**config.mk**
```make
export PLATFORM = sky130hd
export DESIGN_NAME = pds_sequencer
export DESIGN_NICKNAME = d
export VERILOG_FILES = /design/src/inc/pds_pkg.sv /design/src/pds_fifo.sv /design/src/pds_sequencer.sv
export SDC_FILE = /design/constraint.sdc
export NUM_CORES = 1
export LEC_CHECK = 0
export BUFFER_PORTS_ARGS = -buffer_cell sky130_fd_sc_hd__buf_2
export CORE_MARGIN = 1.5
export CORE_UTILIZATION = 35
export DETAILED_ROUTE_END_ITERATION = 8
export SKIP_LAST_GASP = 1
export SLEW_MARGIN = 20
export SYNTH_ARGS = -nofsm -noshare
export SYNTH_HDL_FRONTEND = slang
export SYNTH_SLANG_ARGS = --single-unit
```
**constraint.sdc**
```tcl
create_clock -name mclk -period 12.65 [get_ports mclk]
set_input_delay 2.53 -clock mclk [delete_from_list [all_inputs] [get_ports mclk]]
set_output_delay 2.53 -clock mclk [all_outputs]
set_load 0.05 [all_outputs]
```
**src/inc/pds_pkg.sv**
```systemverilog
/*
 * pds_pkg: constants, codes and carrier structs of the program download sequencer.
 * assumes: one 100 MHz clock; a frame layer below does bytes and check codes.
 */
package pds_pkg;

	// ---------------------------------------------------------------
	// clock and timing
	// ---------------------------------------------------------------
	localparam int unsigned CLK_HZ = 100_000_000; // mclk rate
	localparam int unsigned CYC_PER_MS = CLK_HZ / 1000; // cycles in one millisecond
	localparam int unsigned TRANS_WAIT_MS = 500; // least transition wait
	localparam int unsigned TRANS_WAIT_CYC = TRANS_WAIT_MS * CYC_PER_MS; // least time, exact
	localparam int unsigned RSP_TIMEOUT_MS = 300; // response_timeout
	localparam int unsigned RSP_TIMEOUT_CYC = RSP_TIMEOUT_MS * CYC_PER_MS; // longest, exact

	// ---------------------------------------------------------------
	// command numbers and field values
	// ---------------------------------------------------------------
	localparam logic [7:0] CMD_DL_REQ = 8'h00; // download request command_number
	localparam logic [7:0] CMD_DL_DONE = 8'h01; // completion notification command_number
	localparam logic [15:0] DONE_DATA_LEN = 16'h0001; // completion data_length
	localparam logic [7:0] RESULT_FAIL = 8'h00; // completion result: failure
	localparam logic [7:0] RESULT_OK = 8'h01; // completion result: success
	localparam logic [7:0] ENV_INTERP = 8'h00; // interpreter environment identifier
	localparam logic [7:0] FN_NONE = 8'h00; // frame_number that is never checked
	localparam logic [7:0] FN_FIRST = 8'h01; // first frame_number issued
	localparam logic [15:0] SEQ_INFO = 16'h0000; // sequence asking for software info
	localparam logic [15:0] SEQ_ENV = 16'h0001; // sequence carrying environment byte
	localparam logic [15:0] SEQ_BODY = 16'h0002; // first sequence past the environment
	localparam logic [15:0] SEQ_HDR_BYTES = 16'h0002; // split sequence field ahead of data
	localparam logic [1:0] RETRY_LIMIT = 2'h3; // retransmissions before giving up
	localparam logic [23:0] MAX_PROG_BYTES = 24'h008000; // largest download accepted

	// ---------------------------------------------------------------
	// fifo shape
	// ---------------------------------------------------------------
	localparam int unsigned PROG_FIFO_WIDTH = 8; // one program byte per word
	localparam int unsigned PROG_FIFO_DEPTH = 8; // words buffered toward the store

	// ---------------------------------------------------------------
	// carriers
	// ---------------------------------------------------------------
	typedef enum logic [1:0] {
		PDS_TX_REQ = 2'h0, // download request
		PDS_TX_VALIDATE = 2'h1, // validation notice: current speed only
		PDS_TX_DONE = 2'h2 // completion notification
	} pds_tx_kind_e;

	// frame to be built and sent by the frame layer
	typedef struct packed {
		pds_tx_kind_e kind; // which frame
		logic [7:0] command_number; // command field
		logic [7:0] frame_number; // frame number to carry
		logic [15:0] data_length; // data_length for a completion
		logic [15:0] seq; // first_payload_field of a request
		logic [7:0] result; // result byte of a completion
		logic speed_current; // send at current speed instead of detected
	} pds_tx_s;

	// response header decoded by the frame layer after its check code
	typedef struct packed {
		logic fcc_ok; // frame_check_code was good
		logic [7:0] frame_number; // frame number received
		logic [23:0] maker; // maker code in the response
		logic [15:0] data_length; // data_length received
		logic [71:0] sw_info; // software information (sequence 0)
		logic [15:0] split_count; // number of split messages (sequence 0)
	} pds_rsp_s;

endpackage

```
**src/pds_fifo.sv**
```systemverilog
/*
 * pds_fifo: small synchronous fifo with valid/ready on both sides.
 * assumes: one clock, asynchronous active-high reset, depth a power of two.
 */
`timescale 1ns/1ps
module pds_fifo #(
	parameter int unsigned WIDTH = 8,
	parameter int unsigned DEPTH = 8
) (
	// clock and reset
	input wire logic mclk,
	input wire logic reset,
	// flush drops everything held
	input wire logic flush,
	// fill side
	input wire logic in_valid,
	output logic in_ready,
	input wire logic [WIDTH-1:0] in_data,
	// drain side
	output logic out_valid,
	input wire logic out_ready,
	output logic [WIDTH-1:0] out_data
);
	localparam int unsigned AW = $clog2(DEPTH);

	logic [WIDTH-1:0] mem_ff [DEPTH]; // storage words
	logic [AW-1:0] wr_ptr_ff; // next write slot
	logic [AW-1:0] rd_ptr_ff; // next read slot
	logic [AW:0] count_ff; // words held
	wire push = in_valid && in_ready;
	wire pop = out_valid && out_ready;

	// full and empty straight from the count
	assign in_ready = (count_ff != (AW+1)'(DEPTH)) ? 1'b1 : 1'b0;
	assign out_valid = (count_ff != '0);
	assign out_data = mem_ff[rd_ptr_ff];

	// storage has no reset: contents are only read behind count
	always_ff @(posedge mclk) begin
		if (push) begin
			mem_ff[wr_ptr_ff] <= in_data;
		end
	end

	// pointers and count
	always_ff @(posedge mclk or posedge reset) begin
		if (reset) begin
			wr_ptr_ff <= '0;
			rd_ptr_ff <= '0;
			count_ff <= '0;
		end else if (flush) begin
			wr_ptr_ff <= '0;
			rd_ptr_ff <= '0;
			count_ff <= '0;
		end else begin
			wr_ptr_ff <= wr_ptr_ff + AW'(push);
			rd_ptr_ff <= rd_ptr_ff + AW'(pop);
			count_ff <= count_ff + (AW+1)'(push) - (AW+1)'(pop);
		end
	end
endmodule

```
**src/pds_sequencer.sv**
```systemverilog
/*
 * pds_sequencer: adapter-side program download sequencer.
 * assumes: a frame layer sends frames and checks answers; a store drains prog_*.
 */
`timescale 1ns/1ps
module pds_sequencer #(
	parameter int unsigned TRANS_WAIT_CYC = pds_pkg::TRANS_WAIT_CYC,
	parameter int unsigned RSP_TIMEOUT_CYC = pds_pkg::RSP_TIMEOUT_CYC
) (
	// clock and reset
	input wire logic mclk,
	input wire logic reset,
	// results of the interface recognition exchange
	input wire logic start, // one-cycle pulse: begin a download
	input wire logic peer_to_peer, // b0 of the recognition response
	input wire logic data_retained, // b3 of the recognition response
	input wire logic speed_usable, // requested speed can be used
	input wire logic [71:0] stored_sw_info, // software info already held
	input wire logic [7:0] own_env_id, // environment built into this adapter
	// frames to send
	output logic tx_valid,
	input wire logic tx_ready,
	output pds_pkg::pds_tx_s tx_frame,
	// response headers
	input wire logic rsp_valid,
	input wire pds_pkg::pds_rsp_s rsp_hdr,
	// response data bytes
	input wire logic pay_valid,
	output logic pay_ready,
	input wire logic [7:0] pay_data,
	input wire logic pay_last,
	// program body toward the store
	output logic prog_valid,
	input wire logic prog_ready,
	output logic [7:0] prog_data,
	output logic prog_discard, // one-cycle pulse: drop body received so far
	// status
	output logic busy, // sequence running
	output logic done_ok, // last download finished well
	output logic error_led // download error shown
);
	// ---------------------------------------------------------------
	// states
	// ---------------------------------------------------------------
	typedef enum logic [7:0] {
		ST_IDLE = 8'h01, // waiting for start
		ST_TRANS = 8'h02, // transition wait
		ST_VALID = 8'h04, // sending validation notice
		ST_REQ = 8'h08, // sending a request
		ST_WAIT = 8'h10, // awaiting a response header
		ST_PAY = 8'h20, // taking data bytes
		ST_DONE = 8'h40, // sending completion
		ST_DRAIN = 8'h80 // swallowing bytes of a rejected frame
	} pds_state_e;

	pds_state_e state_ff, nxt_state;
	logic [31:0] tmr_ff, nxt_tmr; // wait timer
	logic [1:0] retry_ff, nxt_retry; // retransmissions made
	logic [7:0] fn_ff, nxt_fn; // frame number of pending request
	logic [15:0] seq_ff, nxt_seq; // sequence of pending request
	logic [15:0] split_ff, nxt_split; // split messages announced
	logic sw_same_ff, nxt_sw_same; // software already held
	logic first_ff, nxt_first; // next byte is the environment byte
	logic [23:0] total_ff, nxt_total; // body bytes taken
	logic [15:0] left_ff, nxt_left; // data bytes left in this frame
	logic cur_speed_ff, nxt_cur_speed; // download at current speed
	logic result_ff, nxt_result; // result to report
	logic err_ff, nxt_err; // error indicator
	logic ok_ff, nxt_ok; // success indicator
	logic discard_ff, nxt_discard; // discard pulse
	logic [23:0] maker_ff; // maker code requested

	// ---------------------------------------------------------------
	// decode of the response
	// ---------------------------------------------------------------
	wire fn_bad = (rsp_hdr.frame_number != pds_pkg::FN_NONE) &&
		(rsp_hdr.frame_number != fn_ff);
	wire rsp_fail = !rsp_hdr.fcc_ok || fn_bad;
	wire maker_bad = (rsp_hdr.maker != maker_ff);
	wire tmr_out = (tmr_ff >= RSP_TIMEOUT_CYC - 1);
	wire trans_over = (tmr_ff >= TRANS_WAIT_CYC - 1);
	wire retry_spent = (retry_ff == pds_pkg::RETRY_LIMIT);
	wire need_wait = peer_to_peer && data_retained;
	wire [15:0] body_len = rsp_hdr.data_length - pds_pkg::SEQ_HDR_BYTES;
	wire sw_match = (rsp_hdr.sw_info == stored_sw_info);
	// only the interpreter code names an environment; others never match
	wire env_known = (own_env_id == pds_pkg::ENV_INTERP);
	wire env_ok = env_known && (pay_data == own_env_id);
	wire body_byte = !first_ff;
	wire over_size = (total_ff >= pds_pkg::MAX_PROG_BYTES);
	wire last_split = (seq_ff >= split_ff);
	wire fifo_in_ready;
	wire pay_take = pay_valid && pay_ready;
	wire [7:0] next_fn = (fn_ff == 8'hFF) ? pds_pkg::FN_FIRST : fn_ff + 8'h01;

	// the environment byte is not stored; body bytes need room in the fifo
	assign pay_ready = (state_ff == ST_DRAIN) ||
		((state_ff == ST_PAY) && (first_ff || fifo_in_ready));

	// ---------------------------------------------------------------
	// outgoing frame
	// ---------------------------------------------------------------
	assign tx_valid = (state_ff == ST_VALID) || (state_ff == ST_REQ) || (state_ff == ST_DONE);

	always_comb begin
		tx_frame = '0;
		tx_frame.frame_number = fn_ff;
		tx_frame.speed_current = cur_speed_ff;
		unique case (state_ff)
			ST_VALID: begin
				tx_frame.kind = pds_pkg::PDS_TX_VALIDATE;
			end
			ST_DONE: begin
				tx_frame.kind = pds_pkg::PDS_TX_DONE;
				tx_frame.command_number = pds_pkg::CMD_DL_DONE;
				tx_frame.data_length = pds_pkg::DONE_DATA_LEN;
				tx_frame.result = result_ff ? pds_pkg::RESULT_OK : pds_pkg::RESULT_FAIL;
			end
			default: begin
				tx_frame.kind = pds_pkg::PDS_TX_REQ;
				tx_frame.command_number = pds_pkg::CMD_DL_REQ;
				tx_frame.seq = seq_ff;
			end
		endcase
	end

	// ---------------------------------------------------------------
	// sequence control
	// ---------------------------------------------------------------
	always_comb begin
		nxt_state = state_ff;
		nxt_tmr = tmr_ff;
		nxt_retry = retry_ff;
		nxt_fn = fn_ff;
		nxt_seq = seq_ff;
		nxt_split = split_ff;
		nxt_sw_same = sw_same_ff;
		nxt_first = first_ff;
		nxt_total = total_ff;
		nxt_left = left_ff;
		nxt_cur_speed = cur_speed_ff;
		nxt_result = result_ff;
		nxt_err = err_ff;
		nxt_ok = ok_ff;
		nxt_discard = 1'b0;
		unique case (state_ff)
			ST_IDLE: begin
				if (start) begin
					nxt_err = 1'b0;
					nxt_ok = 1'b0;
					nxt_tmr = '0;
					nxt_retry = '0;
					nxt_seq = pds_pkg::SEQ_INFO;
					nxt_fn = pds_pkg::FN_FIRST;
					nxt_total = '0;
					nxt_cur_speed = !speed_usable;
					// the peer changes method first when it keeps the data
					if (need_wait) begin
						nxt_state = ST_TRANS;
					end else if (!speed_usable) begin
						nxt_state = ST_VALID;
					end else begin
						nxt_state = ST_REQ;
					end
				end
			end
			ST_TRANS: begin
				nxt_tmr = tmr_ff + 32'h1;
				if (trans_over) begin
					nxt_state = speed_usable ? ST_REQ : ST_VALID;
				end
			end
			ST_VALID: begin
				if (tx_ready) begin
					nxt_state = ST_REQ;
				end
			end
			ST_REQ: begin
				if (tx_ready) begin
					nxt_tmr = '0;
					nxt_state = ST_WAIT;
				end
			end
			ST_WAIT: begin
				nxt_tmr = tmr_ff + 32'h1;
				if (rsp_valid && rsp_fail || !rsp_valid && tmr_out) begin
					// same frame number again so a late answer still matches
					if (retry_spent) begin
						nxt_result = 1'b0;
						nxt_err = 1'b1;
						nxt_discard = 1'b1;
						nxt_state = ST_DONE;
					end else begin
						nxt_retry = retry_ff + 2'h1;
						nxt_state = ST_REQ;
					end
					if (rsp_valid && body_len != '0 && seq_ff != pds_pkg::SEQ_INFO) begin
						nxt_left = body_len;
						nxt_state = ST_DRAIN;
					end
				end else if (rsp_valid && maker_bad) begin
					nxt_result = 1'b0;
					nxt_err = 1'b1;
					nxt_discard = 1'b1;
					nxt_left = body_len;
					nxt_state = (seq_ff != pds_pkg::SEQ_INFO && body_len != '0) ? ST_DRAIN : ST_DONE;
				end else if (rsp_valid) begin
					nxt_retry = '0;
					nxt_fn = next_fn;
					if (seq_ff == pds_pkg::SEQ_INFO) begin
						nxt_sw_same = sw_match;
						nxt_split = rsp_hdr.split_count;
						nxt_seq = pds_pkg::SEQ_ENV;
						nxt_state = ST_REQ;
					end else begin
						nxt_first = (seq_ff == pds_pkg::SEQ_ENV);
						nxt_left = body_len;
						nxt_state = ST_PAY;
					end
				end
			end
			ST_PAY: begin
				if (pay_take) begin
					nxt_left = left_ff - 16'h1;
					nxt_first = 1'b0;
					if (first_ff && !env_ok) begin
						nxt_result = 1'b0;
						nxt_err = 1'b1;
						nxt_discard = 1'b1;
						nxt_state = pay_last ? ST_DONE : ST_DRAIN;
					end else if (body_byte && over_size) begin
						nxt_result = 1'b0;
						nxt_err = 1'b1;
						nxt_discard = 1'b1;
						nxt_state = pay_last ? ST_DONE : ST_DRAIN;
					end else if (pay_last) begin
						nxt_total = total_ff + 24'(body_byte);
						if (seq_ff == pds_pkg::SEQ_ENV && sw_same_ff) begin
							nxt_result = 1'b1;
							nxt_state = ST_DONE;
						end else if (last_split) begin
							nxt_result = 1'b1;
							nxt_state = ST_DONE;
						end else begin
							nxt_seq = seq_ff + 16'h1;
							nxt_state = ST_REQ;
						end
					end else begin
						nxt_total = total_ff + 24'(body_byte);
					end
				end
			end
			ST_DRAIN: begin
				// rejected data is swallowed so the link stays aligned
				if (pay_take && pay_last) begin
					nxt_state = (err_ff || retry_spent && !result_ff) ? ST_DONE : ST_REQ;
				end
			end
			ST_DONE: begin
				if (tx_ready) begin
					nxt_ok = result_ff;
					nxt_state = ST_IDLE;
				end
			end
			default: begin
				nxt_state = ST_IDLE;
			end
		endcase
	end

	// ---------------------------------------------------------------
	// registers
	// ---------------------------------------------------------------
	always_ff @(posedge mclk or posedge reset) begin
		if (reset) begin
			state_ff <= ST_IDLE;
			tmr_ff <= '0;
			retry_ff <= '0;
			fn_ff <= pds_pkg::FN_FIRST;
			seq_ff <= '0;
			split_ff <= '0;
			sw_same_ff <= 1'b0;
			first_ff <= 1'b0;
			total_ff <= '0;
			left_ff <= '0;
		end else begin
			state_ff <= nxt_state;
			tmr_ff <= nxt_tmr;
			retry_ff <= nxt_retry;
			fn_ff <= nxt_fn;
			seq_ff <= nxt_seq;
			split_ff <= nxt_split;
			sw_same_ff <= nxt_sw_same;
			first_ff <= nxt_first;
			total_ff <= nxt_total;
			left_ff <= nxt_left;
		end
	end

	// status and flags
	always_ff @(posedge mclk or posedge reset) begin
		if (reset) begin
			cur_speed_ff <= 1'b0;
			result_ff <= 1'b0;
			err_ff <= 1'b0;
			ok_ff <= 1'b0;
			discard_ff <= 1'b0;
		end else begin
			cur_speed_ff <= nxt_cur_speed;
			result_ff <= nxt_result;
			err_ff <= nxt_err;
			ok_ff <= nxt_ok;
			discard_ff <= nxt_discard;
		end
	end

	// maker code captured from the stored info at start
	always_ff @(posedge mclk or posedge reset) begin
		if (reset) begin
			maker_ff <= '0;
		end else if (state_ff == ST_IDLE && start) begin
			maker_ff <= stored_sw_info[71:48];
		end
	end

	// ---------------------------------------------------------------
	// program body buffer
	// ---------------------------------------------------------------
	// body bytes only; the environment byte is checked and dropped
	pds_fifo #(
		.WIDTH(pds_pkg::PROG_FIFO_WIDTH),
		.DEPTH(pds_pkg::PROG_FIFO_DEPTH)
	) u_fifo (
		.mclk(mclk),
		.reset(reset),
		.flush(discard_ff),
		.in_valid(pay_valid && state_ff == ST_PAY && body_byte && !over_size),
		.in_ready(fifo_in_ready),
		.in_data(pay_data),
		.out_valid(prog_valid),
		.out_ready(prog_ready),
		.out_data(prog_data)
	);

	assign prog_discard = discard_ff;
	assign busy = (state_ff != ST_IDLE);
	assign done_ok = ok_ff;
	assign error_led = err_ff;
endmodule

```
==> flow_summary_export.csv <==
group,metric,value,unit
logic_synthesis,synthXorXnorAreaFrac,0.0989,
floorplanning,die_h,192,um
placement,globalplace.congestion,0.861,
sta,slew_headroom,0.250,
logic_synthesis,combinational_family_with_the_most_area_after_synthesis,"simple AND/OR/NAND/NOR gates",
clock_tree,ctsHtreeMaxLevel,1,
critical_path,worst_setup_path_end_kind,"output port",
logic_synthesis,ys.flop_type,"sky130_fd_sc_hd__dfrtp_1",
critical_path,highest_delay_cell_along_the_critical_path,"sky130_fd_sc_hd__nor4b_2",
power_and_ir_drop,p_int,1.51,mW
critical_path,crit_path_cell_trace,"nor3_2 -> nand2_1 -> nor4b_2 -> nor2_1 -> o31ai_1 -> buf_2",
power_and_ir_drop,netSwitchingFraction,0.375,
critical_path,worst-endpoint-arrival,3700,ps
global_route,grt_pass1_vias,9659,
finish,synthToLayoutAreaGrowth,20.7,%
clock_tree,ctsHoldBuffers,0,
logic_synthesis,synth-edff-count,64,
clock_tree,cts.reportedPaths.clkPinSlew,60,ps
clock_tree,cts_num_sinks,211,
power_and_ir_drop,switching_power,907,uW
outcome,run_status,"finished clean",
critical_path,rrSetupSlack,9070,ps
critical_path,crit_path_max_fanout,13,
sta,setup_violations,0,
placement,hpwl,25200,um
logic_synthesis,yosysSeqAreaShare,0.449,
logic_synthesis,post_synthesis_mux_area_share,0.0575,
clock_tree,cts.root.buffer_cell,"sky130_fd_sc_hd__clkbuf_16",
power_and_ir_drop,power.combinational.fraction,0.335,
clock_tree,cts.repair_timing.setup_buffer_count,0,
floorplanning,core_region_area,34800,um^2
finish,stdcell_area,15100,um^2
power_and_ir_drop,p_per_area,160,nW/um^2
critical_path,reg2reg_from,"state_ff[7]",
sta,fin_skew,8.89,ps
placement,preCtsSetupSlack,7040,ps
global_route,grt_use_total,0.179,
logic_synthesis,synthesis.area_per_instance,10.0,um^2
run,cap_violations,0,
power_and_ir_drop,vdd_drop_max,0.127,mV
logic_synthesis,synth_async_sr_flop_share,0.697,
logic_synthesis,synthCells,1249,
sta,worst_pin_slew,1120,ps
floorplanning,die_w,192,um
logic_synthesis,synthesized_area,12500,um^2
sta,timing.final.max_slew_violations,0,
routing,drt_first_pass_iters,5,
global_route,maximum_number_of_pins_on_one_net_before_global_route_repair,78,
logic_synthesis,synth_cell_type_count,81,
global_route,initial_antenna_violation_count,2,
routing,wl_per_cell,17.0,um
logic_synthesis,synthTopCellsByArea,"sky130_fd_sc_hd__dfrtp_1 29%, sky130_fd_sc_hd__edfxtp_1 15%, sky130_fd_sc_hd__xnor2_1 6.5%, sky130_fd_sc_hd__nand2_1 4.0%, sky130_fd_sc_hd__ha_1 3.5%",
sta,fin_crit_sh,0.493,
global_route,grt_first_pass_wirelength,52100,um
routing,antenna_left,0,
power_and_ir_drop,clock_power_share,0.307,
logic_synthesis,synth.yosys.warnings,0,
critical_path,worstPathRequired,10120,ps
logic_synthesis,synthDominantCellAreaShare,0.291,
power_and_ir_drop,power.static_leakage,6.59,nW
critical_path,worstSetupStartpoint,"state_ff[7]",
clock_tree,tritoncts,"built",
floorplanning,ios,310,
logic_synthesis,yosys.area.top_type,"sky130_fd_sc_hd__dfrtp_1",
sta,worst_hold_slack,481,ps
clock_tree,cts-resized-gates,0,
critical_path,count_of_buffer_and_inverter_cells_on_the_critical_path,1,
sta,finalWorstSetupSlack,6420,ps
critical_path,crit_path_max_incr_delay,780,ps
sta,rsz_0062_raised_after_global_routing,"no",
floorplanning,initial_utilization,0.359,
logic_synthesis,synth-simple-area-share,0.214,
finish,drive_gt1_frac,0.266,
critical_path,startpoint_type,"flip-flop",
worst_hold_path,holdCritPathClass,"flip-flop to flip-flop",
placement,dpl-instance-area,14200,um^2
routing,num_vias,10300,
floorplanning,die_area,36800,um^2
clock_tree,cts_buffers,25,
routing,wl,33800,um
sta,timing.setup.tns,0,ps
critical_path,critical_path_start_end_classification,"flip-flop to output port",
sta,max_fclk,160,MHz
logic_synthesis,synth.most_common_cell,"sky130_fd_sc_hd__dfrtp_1",
floorplanning,rows,68,
routing,viasPerCell,5.15,
clock_tree,cts_buffer_depth,3,
logic_synthesis,yosys.area_share.adder,0.0367,
finish,nets,1789,
sta,layout_min_cycle_time,6230,ps
logic_synthesis,synth_commonest_cells,"145 x sky130_fd_sc_hd__dfrtp_1, 134 x sky130_fd_sc_hd__nand2_1, 92 x sky130_fd_sc_hd__xnor2_1",
routing,drc,0,
placement,port_buffers,280,
worst_hold_path,hold_path.startpoint,"retry_ff[0]",
routing,detailedRoute.firstIterationViolations,570,
global_route,globalRouteOverflowTotal,0,
clock_tree,clk-insertion-delay-late,530,ps
critical_path,critPathTopFamily,"simple AND/OR/NAND/NOR gates",
logic_synthesis,synth_compound_area_frac,0.0927,
sta,timing.final.hold_violations,0,
logic_synthesis,synth_seq_cells,211,
power_and_ir_drop,sequentialPowerShare,0.358,
[placed cells by master, fill, tap and decap left out, drive strengths merged, types with 5 or more instances in the layout]
cell type	n
a211oi	7
a21o	5
a21oi	47
a31o	5
a31oi	7
and2	17
and3	16
buf	288
clkbuf	33
clkinv	8
conb	29
dfrtp	145
edfxtp	64
ha	35
inv	55
mux2	27
mux2i	5
mux4	16
nand2	134
nand2b	8
nand3	47
nand4	40
nor2	87
nor2b	15
nor3	35
nor3b	5
nor4	39
nor4b	6
o211ai	5
o21ai	53
o22ai	5
o31ai	16
or3	18
or4	25
xnor2	92
xor2	49
[cells by family (layout without fill, tap and decap cells)]
kind of cell,Yosys count,in the layout
AO/OA/AOI/OAI,179,179
XOR/XNOR,141,141
adder cells (fa/ha/maj),36,36
buffers and inverters,128,387
flip-flops,211,211
multiplexers,48,48
other,1,30
AND/OR/NAND/NOR,505,505
[worst register-to-register path, cell delays in order (launching register included)]
cell                      delay, ps
sky130_fd_sc_hd__dfrtp_1        440
sky130_fd_sc_hd__nor3_2         500
sky130_fd_sc_hd__nand3_1        650
sky130_fd_sc_hd__nor4_1         800
sky130_fd_sc_hd__nor2b_1        810
[power by group through the flow]
stage	clock, mW	combinational [mW]	sequential (mW)
3_3_place_gp	0	0.803	0.877
6_report	0.741	0.810	0.864
4_1_cts	0.759	0.817	0.867
5_1_grt	0.788	0.893	0.876
2_1_floorplan	0	0.640	0.826
3_5_place_dp	0	0.812	0.879
[cell type report]
cell class / count / area, um^2
antenna: 1 / 2.50
fill: 3386 / 19700
timing repair buffer: 288 / 1470
clock inverter: 13 / 158
tap: 455 / 569
sequential: 211 / 5600
multi-input combinational: 938 / 6370
clock buffer: 33 / 696
inverter: 53 / 204
[metal layers]
layer | vias to the layer above | track usage | wire [um]
met3 | 44 | 0.0301 | 1840
met5 | - | 0 | 13
met4 | 2 | 0.0367 | 603
met2 | 292 | 0.280 | 15600
li1 | 4998 | - | -
met1 | 4923 | 0.259 | 15700
[state kept, by name, summed over array words and instances, names as in the netlist, 2 cells and up]
name / flops
u_fifo.mem_ff: 64
tmr_ff: 32
maker_ff: 24
total_ff: 24
seq_ff: 16
split_ff: 16
fn_ff: 8
state_ff: 8
u_fifo.count_ff: 4
u_fifo.rd_ptr_ff: 3
u_fifo.wr_ptr_ff: 3
retry_ff: 2
[worst paths after layout]
| path | to | depth (start not counted) |
|---|---|---|
| setup / recovery | tx_valid | 6 |
| hold / removal | retry_ff[0] | 1 |
| setup reg to reg | u_fifo.mem_ff[6][1] | 4 |
| hold reg to reg | retry_ff[0] | 1 |
| max in group asynchronous | maker_ff[12] | 3 |
| min in group asynchronous | total_ff[18] | 2 |
[through the flow]
stage / utilization / instances / power (mW)
after CTS: 0.433 / 1991 / 2.44
after global routing: 0.433 / 1991 / 2.56
after global placement: 0.408 / 1945 / 1.68
final: 0.433 / 1992 / 2.42
after detailed placement: 0.408 / 1945 / 1.69
after floorplan: - / 1277 / 1.47
Note: power is estimated with default switching activity, not from simulation.
